[src/drv_pkg.sv]
package drv_pkg;
	// register byte offsets
	localparam logic [3:0] ctrl_off = 4'h0;
	localparam logic [3:0] stat_off = 4'h4;
	localparam logic [3:0] pins_off = 4'h8;
	// control register fields
	localparam int range_lsb = 4;
	localparam int range_w = 4;
	localparam int enable_bit = 0;
	localparam int clear_level_choice_bit = 1;
	localparam int soft_rst_bit = 2;
	localparam logic [31:0] ctrl_reset = 32'h0000_0000;
	localparam logic [31:0] ctrl_wmask = 32'h0000_00f3;
	// status register fields
	localparam int st_mode_bit = 0;
	localparam int st_ven_bit = 1;
	localparam int st_ien_bit = 2;
	localparam int st_vzero_bit = 3;
	localparam int st_clear_bit = 4;
	localparam int st_range_lsb = 8;
	localparam int st_kind_lsb = 12;
	// range codes
	localparam logic [3:0] rng_v5 = 4'h0;
	localparam logic [3:0] rng_v10 = 4'h1;
	localparam logic [3:0] rng_v40 = 4'h2;
	localparam logic [3:0] rng_i4_20 = 4'h4;
	localparam logic [3:0] rng_i0_20 = 4'h5;
	localparam logic [3:0] rng_i0_24 = 4'h6;
	localparam logic [1:0] resp_okay = 2'b00;
	localparam logic [1:0] resp_slverr = 2'b10;
	typedef enum logic [2:0] {
		range_none = 3'b001,
		range_volt = 3'b010,
		range_curr = 3'b100
	} range_kind_e;
	function automatic range_kind_e range_kind(input logic [3:0] code);
		if (code == rng_v5 || code == rng_v10 || code == rng_v40) begin
			return range_volt;
		end
		if (code == rng_i4_20 || code == rng_i0_20 || code == rng_i0_24) begin
			return range_curr;
		end
		return range_none;
	endfunction
endpackage

[src/ctrl_if.sv]
`timescale 1ns/1ps
interface ctrl_if;
	logic wr;
	logic [31:0] wdata;
	logic [31:0] ctrl;
	logic [31:0] status;
	modport regs (output wr, output wdata, input ctrl, input status);
	modport core (input wr, input wdata, output ctrl, output status);
endinterface

[src/axil_slave.sv]
`timescale 1ns/1ps
module axil_slave
	import drv_pkg::*;
(
	input wire logic aclk,
	input wire logic aresetn,
	input wire logic ce,
	input wire logic [3:0] awaddr,
	input wire logic awvalid,
	output logic awready,
	input wire logic [31:0] wdata,
	input wire logic [3:0] wstrb,
	input wire logic wvalid,
	output logic wready,
	output logic [1:0] bresp,
	output logic bvalid,
	input wire logic bready,
	input wire logic [3:0] araddr,
	input wire logic arvalid,
	output logic arready,
	output logic [31:0] rdata,
	output logic [1:0] rresp,
	output logic rvalid,
	input wire logic rready,
	ctrl_if.regs cif
);
	// ==========
	// write path: hold address and data until both taken
	logic aw_q, w_q;
	logic [3:0] awa_q;
	logic [31:0] wd_q;
	wire both = aw_q && w_q && !bvalid;
	wire hit = awa_q == ctrl_off;
	wire aw_take = awvalid && awready;
	wire w_take = wvalid && wready;
	wire aw_next = both ? 1'b0 : (aw_take ? 1'b1 : aw_q);
	wire w_next = both ? 1'b0 : (w_take ? 1'b1 : w_q);
	// wstrb is ignored: the enable and range always land as one whole word
	assign cif.wr = both && hit;
	assign cif.wdata = wd_q;
	// readies are flops holding the inverse of the next held flag, so no pin is combinational
	always_ff @(posedge aclk) begin
		if (!aresetn) begin
			aw_q <= 1'b0;
			w_q <= 1'b0;
			awready <= 1'b0;
			wready <= 1'b0;
			awa_q <= 4'h0;
			wd_q <= 32'h0;
			bvalid <= 1'b0;
			bresp <= resp_okay;
		end else if (ce) begin
			aw_q <= aw_next;
			w_q <= w_next;
			awready <= !aw_next;
			wready <= !w_next;
			if (aw_take) begin
				awa_q <= awaddr;
			end
			if (w_take) begin
				wd_q <= wdata;
			end
			if (both) begin
				bvalid <= 1'b1;
				bresp <= hit ? resp_okay : resp_slverr;
			end else if (bvalid && bready) begin
				bvalid <= 1'b0;
			end
		end
	end
	// ==========
	// read path
	wire [31:0] rd_mux = (araddr == ctrl_off) ? cif.ctrl :
		(araddr == stat_off) ? cif.status : 32'h0;
	wire rd_ok = araddr == ctrl_off || araddr == stat_off;
	wire ar_take = arvalid && arready;
	wire r_next = ar_take ? 1'b1 : ((rvalid && rready) ? 1'b0 : rvalid);
	always_ff @(posedge aclk) begin
		if (!aresetn) begin
			rvalid <= 1'b0;
			arready <= 1'b0;
			rdata <= 32'h0;
			rresp <= resp_okay;
		end else if (ce) begin
			rvalid <= r_next;
			arready <= !r_next;
			if (ar_take) begin
				rdata <= rd_mux;
				rresp <= rd_ok ? resp_okay : resp_slverr;
			end
		end
	end
endmodule

[src/drv_top.sv]
// The register addresses and the AXI4-Lite register port were chosen for this implementation.
`timescale 1ns/1ps
module drv_top
	import drv_pkg::*;
(
	input wire logic aclk,
	input wire logic aresetn,
	input wire logic ce,
	input wire logic control_source_strap,
	input wire logic zero_force,
	input wire logic pin_drive_enable,
	input wire logic pin_clear_level_choice,
	input wire logic [3:0] pin_range_code,
	input wire logic [3:0] s_axi_awaddr,
	input wire logic s_axi_awvalid,
	output logic s_axi_awready,
	input wire logic [31:0] s_axi_wdata,
	input wire logic [3:0] s_axi_wstrb,
	input wire logic s_axi_wvalid,
	output logic s_axi_wready,
	output logic [1:0] s_axi_bresp,
	output logic s_axi_bvalid,
	input wire logic s_axi_bready,
	input wire logic [3:0] s_axi_araddr,
	input wire logic s_axi_arvalid,
	output logic s_axi_arready,
	output logic [31:0] s_axi_rdata,
	output logic [1:0] s_axi_rresp,
	output logic s_axi_rvalid,
	input wire logic s_axi_rready,
	output logic voltage_output_pin_en_q,
	output logic voltage_output_zero_q,
	output logic current_output_pin_en_q,
	output logic clear_level_q,
	output logic clear_level_sel_q,
	output logic [3:0] active_range_q,
	output logic hw_mode_q
);
	ctrl_if cif();
	logic zf_start, started;
	axil_slave u_bus (
		.aclk(aclk),
		.aresetn(aresetn),
		.ce(ce),
		.awaddr(s_axi_awaddr),
		.awvalid(s_axi_awvalid),
		.awready(s_axi_awready),
		.wdata(s_axi_wdata),
		.wstrb(s_axi_wstrb),
		.wvalid(s_axi_wvalid),
		.wready(s_axi_wready),
		.bresp(s_axi_bresp),
		.bvalid(s_axi_bvalid),
		.bready(s_axi_bready),
		.araddr(s_axi_araddr),
		.arvalid(s_axi_arvalid),
		.arready(s_axi_arready),
		.rdata(s_axi_rdata),
		.rresp(s_axi_rresp),
		.rvalid(s_axi_rvalid),
		.rready(s_axi_rready),
		.cif(cif.regs)
	);
	mode_latch u_mode (
		.aclk(aclk),
		.aresetn(aresetn),
		.ce(ce),
		.strap(control_source_strap),
		.zero_force(zero_force),
		.hw_mode_q(hw_mode_q),
		.zf_at_start_q(zf_start),
		.done_q(started)
	);
	// ==========
	// control register (software mode)
	logic [31:0] ctrl_q;
	assign cif.ctrl = ctrl_q;
	// a reset bit clears the whole control register and itself, so it never reads back set
	wire soft_rst = cif.wr && cif.wdata[soft_rst_bit];
	always_ff @(posedge aclk) begin
		if (!aresetn) begin
			ctrl_q <= ctrl_reset;
		end else if (ce) begin
			if (soft_rst || hw_mode_q) begin
				ctrl_q <= ctrl_reset;
			end else if (cif.wr) begin
				ctrl_q <= cif.wdata & ctrl_wmask;
			end
		end
	end
	// ==========
	// selection of source per mode
	wire [3:0] range_sel = hw_mode_q ? pin_range_code : ctrl_q[range_lsb +: range_w];
	wire en_sel = hw_mode_q ? (pin_drive_enable && !zero_force) : ctrl_q[enable_bit];
	wire clr_sel = hw_mode_q ? pin_clear_level_choice : ctrl_q[clear_level_choice_bit];
	range_kind_e kind;
	assign kind = range_kind(range_sel);
	wire want_v = en_sel && kind == range_volt;
	wire want_i = en_sel && kind == range_curr;
	// power-up zero drive holds only until the first enabling write or soft reset write
	logic pre_en_q;
	wire zero_drive = !hw_mode_q && pre_en_q && zf_start;
	logic [31:0] status;
	always_comb begin
		status = 32'h0;
		status[st_mode_bit] = hw_mode_q;
		status[st_ven_bit] = voltage_output_pin_en_q;
		status[st_ien_bit] = current_output_pin_en_q;
		status[st_vzero_bit] = voltage_output_zero_q;
		status[st_clear_bit] = zero_force;
		status[st_range_lsb +: range_w] = range_sel;
		status[st_kind_lsb +: $bits(range_kind_e)] = kind;
	end
	assign cif.status = status;
	always_ff @(posedge aclk) begin
		if (!aresetn) begin
			pre_en_q <= 1'b1;
			voltage_output_pin_en_q <= 1'b0;
			voltage_output_zero_q <= 1'b0;
			current_output_pin_en_q <= 1'b0;
			clear_level_q <= 1'b0;
			clear_level_sel_q <= 1'b0;
			active_range_q <= 4'h0;
		end else if (ce) begin
			if (en_sel || soft_rst) begin
				pre_en_q <= 1'b0;
			end
			if (!started) begin
				voltage_output_pin_en_q <= 1'b0;
				current_output_pin_en_q <= 1'b0;
				voltage_output_zero_q <= 1'b0;
			end else if (en_sel) begin
				voltage_output_pin_en_q <= want_v;
				current_output_pin_en_q <= want_i && !want_v;
				voltage_output_zero_q <= 1'b0;
			end else begin
				voltage_output_pin_en_q <= zero_drive;
				current_output_pin_en_q <= 1'b0;
				voltage_output_zero_q <= zero_drive;
			end
			clear_level_q <= started && en_sel && zero_force;
			clear_level_sel_q <= clr_sel;
			active_range_q <= range_sel;
		end
	end
	// ==========
	a_one_channel: assert property (@(posedge aclk) disable iff (!aresetn)
		!(voltage_output_pin_en_q && current_output_pin_en_q)) else $error("both channels on");
	a_disabled_hiz: assert property (@(posedge aclk) disable iff (!aresetn)
		ce && started && !en_sel && !zero_drive |=> !voltage_output_pin_en_q && !current_output_pin_en_q)
		else $error("disabled output not high impedance");
	a_clear_follows: assert property (@(posedge aclk) disable iff (!aresetn)
		ce && started && en_sel && zero_force |=> clear_level_q) else $error("clear level missed");
	a_mode_fixed: assert property (@(posedge aclk) disable iff (!aresetn)
		started && $past(started) |-> $stable(hw_mode_q)) else $error("mode changed");
	a_soft_zero: assert property (@(posedge aclk) disable iff (!aresetn)
		$rose(started) && !hw_mode_q && !en_sel ##0 ce && zf_start |=> voltage_output_zero_q)
		else $error("zero drive missing");
	a_soft_hiz: assert property (@(posedge aclk) disable iff (!aresetn)
		started && !hw_mode_q && !zf_start && !ctrl_q[enable_bit] |=> !voltage_output_pin_en_q)
		else $error("voltage not high impedance");
	a_current_off: assert property (@(posedge aclk) disable iff (!aresetn)
		$rose(started) ##1 !hw_mode_q && !ctrl_q[enable_bit] |-> !current_output_pin_en_q)
		else $error("current channel on at start");
	a_range_src: assert property (@(posedge aclk) disable iff (!aresetn)
		ce |=> active_range_q == $past(range_sel)) else $error("range source wrong");
	a_ctrl_zero: assert property (@(posedge aclk) disable iff (!aresetn)
		$rose(started) && !hw_mode_q |-> ctrl_q == ctrl_reset) else $error("control not zero");
	a_hw_ignore: assert property (@(posedge aclk) disable iff (!aresetn)
		ce && hw_mode_q |=> ctrl_q == ctrl_reset) else $error("control written in hardware mode");
	a_hw_disabled: assert property (@(posedge aclk) disable iff (!aresetn)
		ce && started && hw_mode_q && !(pin_drive_enable && !zero_force)
		|=> !voltage_output_pin_en_q && !current_output_pin_en_q) else $error("hardware disable ignored");
endmodule

[src/mode_latch.sv]
`timescale 1ns/1ps
module mode_latch (
	input wire logic aclk,
	input wire logic aresetn,
	input wire logic ce,
	input wire logic strap,
	input wire logic zero_force,
	output logic hw_mode_q,
	output logic zf_at_start_q,
	output logic done_q
);
	// ==========
	// strap caught on first enabled edge after release, then frozen
	always_ff @(posedge aclk) begin
		if (!aresetn) begin
			hw_mode_q <= 1'b0;
			zf_at_start_q <= 1'b0;
			done_q <= 1'b0;
		end else if (ce && !done_q) begin
			hw_mode_q <= strap;
			zf_at_start_q <= zero_force;
			done_q <= 1'b1;
		end
	end
endmodule

[config.mk]
export PLATFORM = sky130hd
export DESIGN_NAME = drv_top
export DESIGN_NICKNAME = d
export VERILOG_FILES = /design/src/drv_pkg.sv /design/src/ctrl_if.sv /design/src/axil_slave.sv /design/src/drv_top.sv /design/src/mode_latch.sv
export SDC_FILE = /design/constraint.sdc
export NUM_CORES = 1
export LEC_CHECK = 0
export BUFFER_PORTS_ARGS = -buffer_cell sky130_fd_sc_hd__buf_2
export CORE_ASPECT_RATIO = 1.25
export CORE_MARGIN = 4
export CORE_UTILIZATION = 45
export CTS_CLUSTER_SIZE = 8
export DETAILED_ROUTE_END_ITERATION = 16
export GPL_ROUTABILITY_DRIVEN = 1
export PLACE_DENSITY = 0.7
export SLEW_MARGIN = 20
export SYNTH_ARGS = -nofsm -noshare
export SYNTH_HDL_FRONTEND = slang
export SYNTH_HIERARCHICAL = 1
export SYNTH_SLANG_ARGS = --single-unit
[constraint.sdc]
create_clock -name aclk -period 1.9 [get_ports aclk]
set_clock_uncertainty 0.15 [all_clocks]
set_input_delay 0.095 -clock aclk [delete_from_list [all_inputs] [get_ports aclk]]
set_output_delay 0.095 -clock aclk [all_outputs]
set_load 0.02 [all_outputs]
Word-level counts from Yosys, hierarchy flattened

Cells that the tools add are included.

Bits of input ports: 60
Logic and storage cells: 106
Flip-flop bits (word level): 100

Mux-type cells: 30
Eq/ne operators: 8
Reduce and logical (&&, ||, !) cells: 45

Operator list:

| cell               | count |
|---|---|
| $mux 32            | 3 |
| $mux 1             | 19 |
| $logic_and 1x1->1  | 18 |
| $eq 4x3->1 const B | 4 |
| $mux 15            | 1 |
| $reduce_and 2->1   | 7 |
| $logic_not 4->1    | 3 |
| $mux 3             | 4 |
| $logic_not 1->1    | 8 |
| $logic_or 1x1->1   | 7 |
| $eq 4x1->1 const B | 1 |
| $eq 4x2->1 const B | 1 |
| $mux 2             | 2 |
| $mux 4             | 1 |
| $reduce_bool 2->1  | 2 |
| $eq 3x2->1 const B | 1 |
| $eq 3x3->1 const B | 1 |

Longest topological paths before layout

Depth in word-level cells: 14
Gate-level depth with buffers: 6
Mapped depth without buffers: 5

By module

The synthesis kept the hierarchy.

By module, submodules not included:

| module     | area an instance (sq um) | cells an instance | times used |
|---|---|---|---|
| axil_slave | 3136.8                   | 345               | 1 |
| drv_top    | 729.4                    | 77                | 1 |
| mode_latch | 116.4                    | 11                | 1 |

Worst setup path before layout

No wires, ideal clock.

Path kind: flip-flop to flip-flop
From: register u_bus.awa_q[3]
To: register ctrl_q[0] (netlist: cif.ctrl[0])
Arrival time: 1423 ps
Clock period less this slack: 1638 ps
Buffers on the path: 0
Setup time: 65 ps
Slack: 262 ps
Stages on the path, launching flop included: 6
Path through: dfxtp_1 or4_1 nor2_1 and4bb_1 a22oi_1 nor2_1

Word-level cells in the longest chain between the ends: 6
Elaborated cells on any way between the ends: 7
Those cells by class: mux: 1; reduce/logical: 6

RTL lines:

| element                     | RTL line         | RTL |
|---|---|---|
| start, declared             | axil_slave.sv:30 | `logic [3:0] awa_q;` |
| start signal, assigned      | axil_slave.sv:58 | `awa_q <= awaddr;` |
| $logic_not 4->1 *           | axil_slave.sv:33 | `wire hit = awa_q == ctrl_off;` |
| $logic_and 1x1->1 *         | axil_slave.sv:39 | `assign cif.wr = both && hit;` |
| named net cif.wr            | ctrl_if.sv:3     | `logic wr;` |
| $logic_and 1x1->1           | drv_top.sv:79    | `wire soft_rst = cif.wr && cif.wdata[soft_rst_bit];` |
| $logic_or 1x1->1            | drv_top.sv:84    | `if (soft_rst \|\| hw_mode_q) begin` |
| $reduce_bool 2->1 (no line) | -                |  |
| $reduce_and 2->1 (no line)  | -                |  |
| end signal, assigned        | drv_top.sv:82    | `ctrl_q <= ctrl_reset;` |
| end signal, assigned        | drv_top.sv:85    | `ctrl_q <= ctrl_reset;` |
| end signal, assigned        | drv_top.sv:87    | `ctrl_q <= cif.wdata & ctrl_wmask;` |
| end, declared               | drv_top.sv:76    | `logic [31:0] ctrl_q;` |

Mark *: on every way through the listed nets, which the timed path passes. The rest lies on a longest branch.
A chain may end at the register's enable or synchronous reset.

Final worst setup path

From: register u_bus.awa_q[3]
To: register ctrl_q[4] (netlist: cif.ctrl[4])

Same word-level chain as after synthesis.

==> flow_summary.toml <==
[status]
run_status = "finished clean"

[worst_setup_path]
cp.buffers_inverters = 0
type_of_element_capturing_the_critical_path = "flip-flop"
critical_path_arrival_ns = 1.89
critical_path.cell_chain = "or4_4 > nor2_2 > and4bb_2 > a22oi_1 > nor2_1"
critical_path_peak_fanout = 6
crit_slowest_cell = "sky130_fd_sc_hd__or4_4"
path_delay_family = "simple AND/OR/NAND/NOR gates"
worst-setup-path-type = "reg2reg"
timing.critical_path.required_ns = 2.02
worst_path_largest_cell_delay_ns = 0.55
critical_path.startpoint_type = "flip-flop"

[floorplanning]
ios = 111
die_height_um = 100.7
die_area_mm2 = 0.008269
die_width_um = 82.14
initial_utilization = 0.4680
core_mm2 = 0.006606
fp-row-count = 33

[cells_and_area]
multi_input_gate_area_in_the_final_layout_mm2 = 0.001642
final.fill_count = 600
drive_gt1_frac = 0.2447
seq_area_mm2 = 0.001421
num_antenna_cells = 0
fin_area_mm2 = 0.004101
layout-area-overhead-vs-synth_pct = 32.66
design.final.nets = 529

[drt]
vias_per_cell = 4.813
highest_layer = "met4"
drt-pass1-iter-count = 4
drt-met1-wl_um = 3180
met3_wirelength_um = 341
drt_iter0_markers = 149
wl_met2_um = 3612
route.final.wire_length_um = 7270
vias = 2700
routed_wl_per_cell_um = 12.96
postRouteAntennaNets = 0
drt_drc_violations_left = 0

[run]
drv_cap = 0

[sta]
total_negative_setup_slacks_ns = 0
rsz0062_at_grt = "false"
timing.final.max_slew_violations = 0
post-route-period-util = 0.9284
maxClockFrequency_mhz = 566.9
fin_crit_ns = 1.764
setup_violations = 0
finalHoldViolations = 0

[place]
buffer_ports.inserted = 79
hpwlAfterDp_um = 4937
place.gp.congestion = 0.8125
placedInstanceArea_mm2 = 0.003640

[cts]
post_cts.repair.setup_buffers = 0
cts.reportedPaths.clkPinSlew_ns = 0.07
cts.sinks = 71
clock_path_buffers = 2
num_cts_buffers = 9
cts-root-buf = "sky130_fd_sc_hd__clkbuf_8"
worstSkewPairLatency_ns = 0.33
cts_tree = "built"
htree_num_levels = 3

[logic_synthesis]
postSynthAreaPerCell_um2 = 9.369
yosysWarnings = 6
syn_area_mm2 = 0.003092
syn-instance-count = 330

[power]
power.ir.vdd_worst_v = 0.0005167
power_density_mw_per_mm2 = 733.7
power.static_leakage_nw = 1.959

[global_routing]
largest_net_degree_at_the_start_of_global_routing = 37
grt_first_pass_wirelength_um = 12140
gr-usage-all-layers = 0.1862
grt_overflow_total = 0
first_global_vias = 2694
grt_antenna_before_repair = 0

[min_path]
timing.hold.worst.class = "in2reg"
per-layer routing:
metal | up-vias | GRT usage
li1 | 1386 | -
met1 | 1236 | 0.2260
met2 | 64 | 0.3111
met3 | 14 | 0.03578
met4 | 0 | 0.08951
met5 | - | 0
metrics by stage:
stage | hold WS (ns) | instances | total power, mW | setup WS [ns] | util
after global routing | 0.03623 | 561 | 3.122 | 0.006420 | 0.6208
final | 0.04466 | 561 | 3.009 | 0.1360 | 0.6208
after detailed placement | 0.2030 | 519 | 1.854 | 0.06502 | 0.5509
after floorplan | 0.05523 | 376 | 1.775 | 0.2616 | -
after global placement | 0.1988 | 519 | 1.850 | 0.08547 | 0.5509
after CTS | 0.03492 | 561 | 3.021 | 0.05113 | 0.6199
registers in the layout, indices dropped and copies added, names as in the netlist, 4 cells and up:
| register | count |
|---|---|
| u_bus/rdata | 32 |
| active_range_q | 4 |
| u_bus/cif.wdata | 7 |
| u_bus/awa_q | 4 |
| cif.ctrl | 6 |
power by group:
part	leakage, nW	switching (mW)	internal (mW)
Clock	0.0987	0.530	0.616
Combinational	1.29	0.174	0.150
Sequential	0.575	0.0239	1.52
area by class of cell:
type                       count  share of cell area
clock buffer                  14             0.04454
clock inverter                 2            0.003051
inverter                       7            0.006406
multi-input combinational    268              0.4002
sequential                    71              0.3466
tap                           87             0.02654
timing repair buffer         112              0.1727
worst min-delay path: cells and delay by family:
family,cells,cell delay [ns]
buf+inv,2,0.19
compound gates,1,0.08
mux,1,0.11
final timing paths:
path / end / start / depth (start not counted) / slack, ns
worst max-delay path: cif.ctrl[4] / u_bus/awa_q[3] / 5 / 0.14
worst min register to register: pre_en_q / pre_en_q / 1 / 0.31
worst min-delay path: voltage_output_pin_en_q / pin_range_code[2] / 4 / 0.04
worst max register to register: cif.ctrl[4] / u_bus/awa_q[3] / 5 / 0.14
placed cells by master, fill, tap and decap left out, types with 3 or more instances in the layout:
master / instances
sky130_fd_sc_hd__nand3_1: 4
sky130_fd_sc_hd__dlygate4sd3_1: 26
sky130_fd_sc_hd__clkbuf_8: 13
sky130_fd_sc_hd__mux2i_2: 4
sky130_fd_sc_hd__o21ai_0: 3
sky130_fd_sc_hd__nor2_1: 16
sky130_fd_sc_hd__conb_1: 48
sky130_fd_sc_hd__a21boi_0: 8
sky130_fd_sc_hd__a21oi_1: 4
sky130_fd_sc_hd__nor2b_1: 9
sky130_fd_sc_hd__buf_2: 79
sky130_fd_sc_hd__nand2b_1: 4
sky130_fd_sc_hd__a22oi_1: 6
sky130_fd_sc_hd__buf_4: 7
sky130_fd_sc_hd__o22ai_1: 31
sky130_fd_sc_hd__inv_1: 6
sky130_fd_sc_hd__a211oi_1: 5
sky130_fd_sc_hd__dfxtp_1: 71
sky130_fd_sc_hd__mux2i_1: 39
sky130_fd_sc_hd__nand2_1: 57
timing repair:
action	4_1_cts	5_1_grt
resized for setup	0	3
endpoints found under the setup margin	0	6
hold buffers	26	0
endpoints found under the hold margin	23	0
No activity file was read; power rests on OpenSTA's default activity.
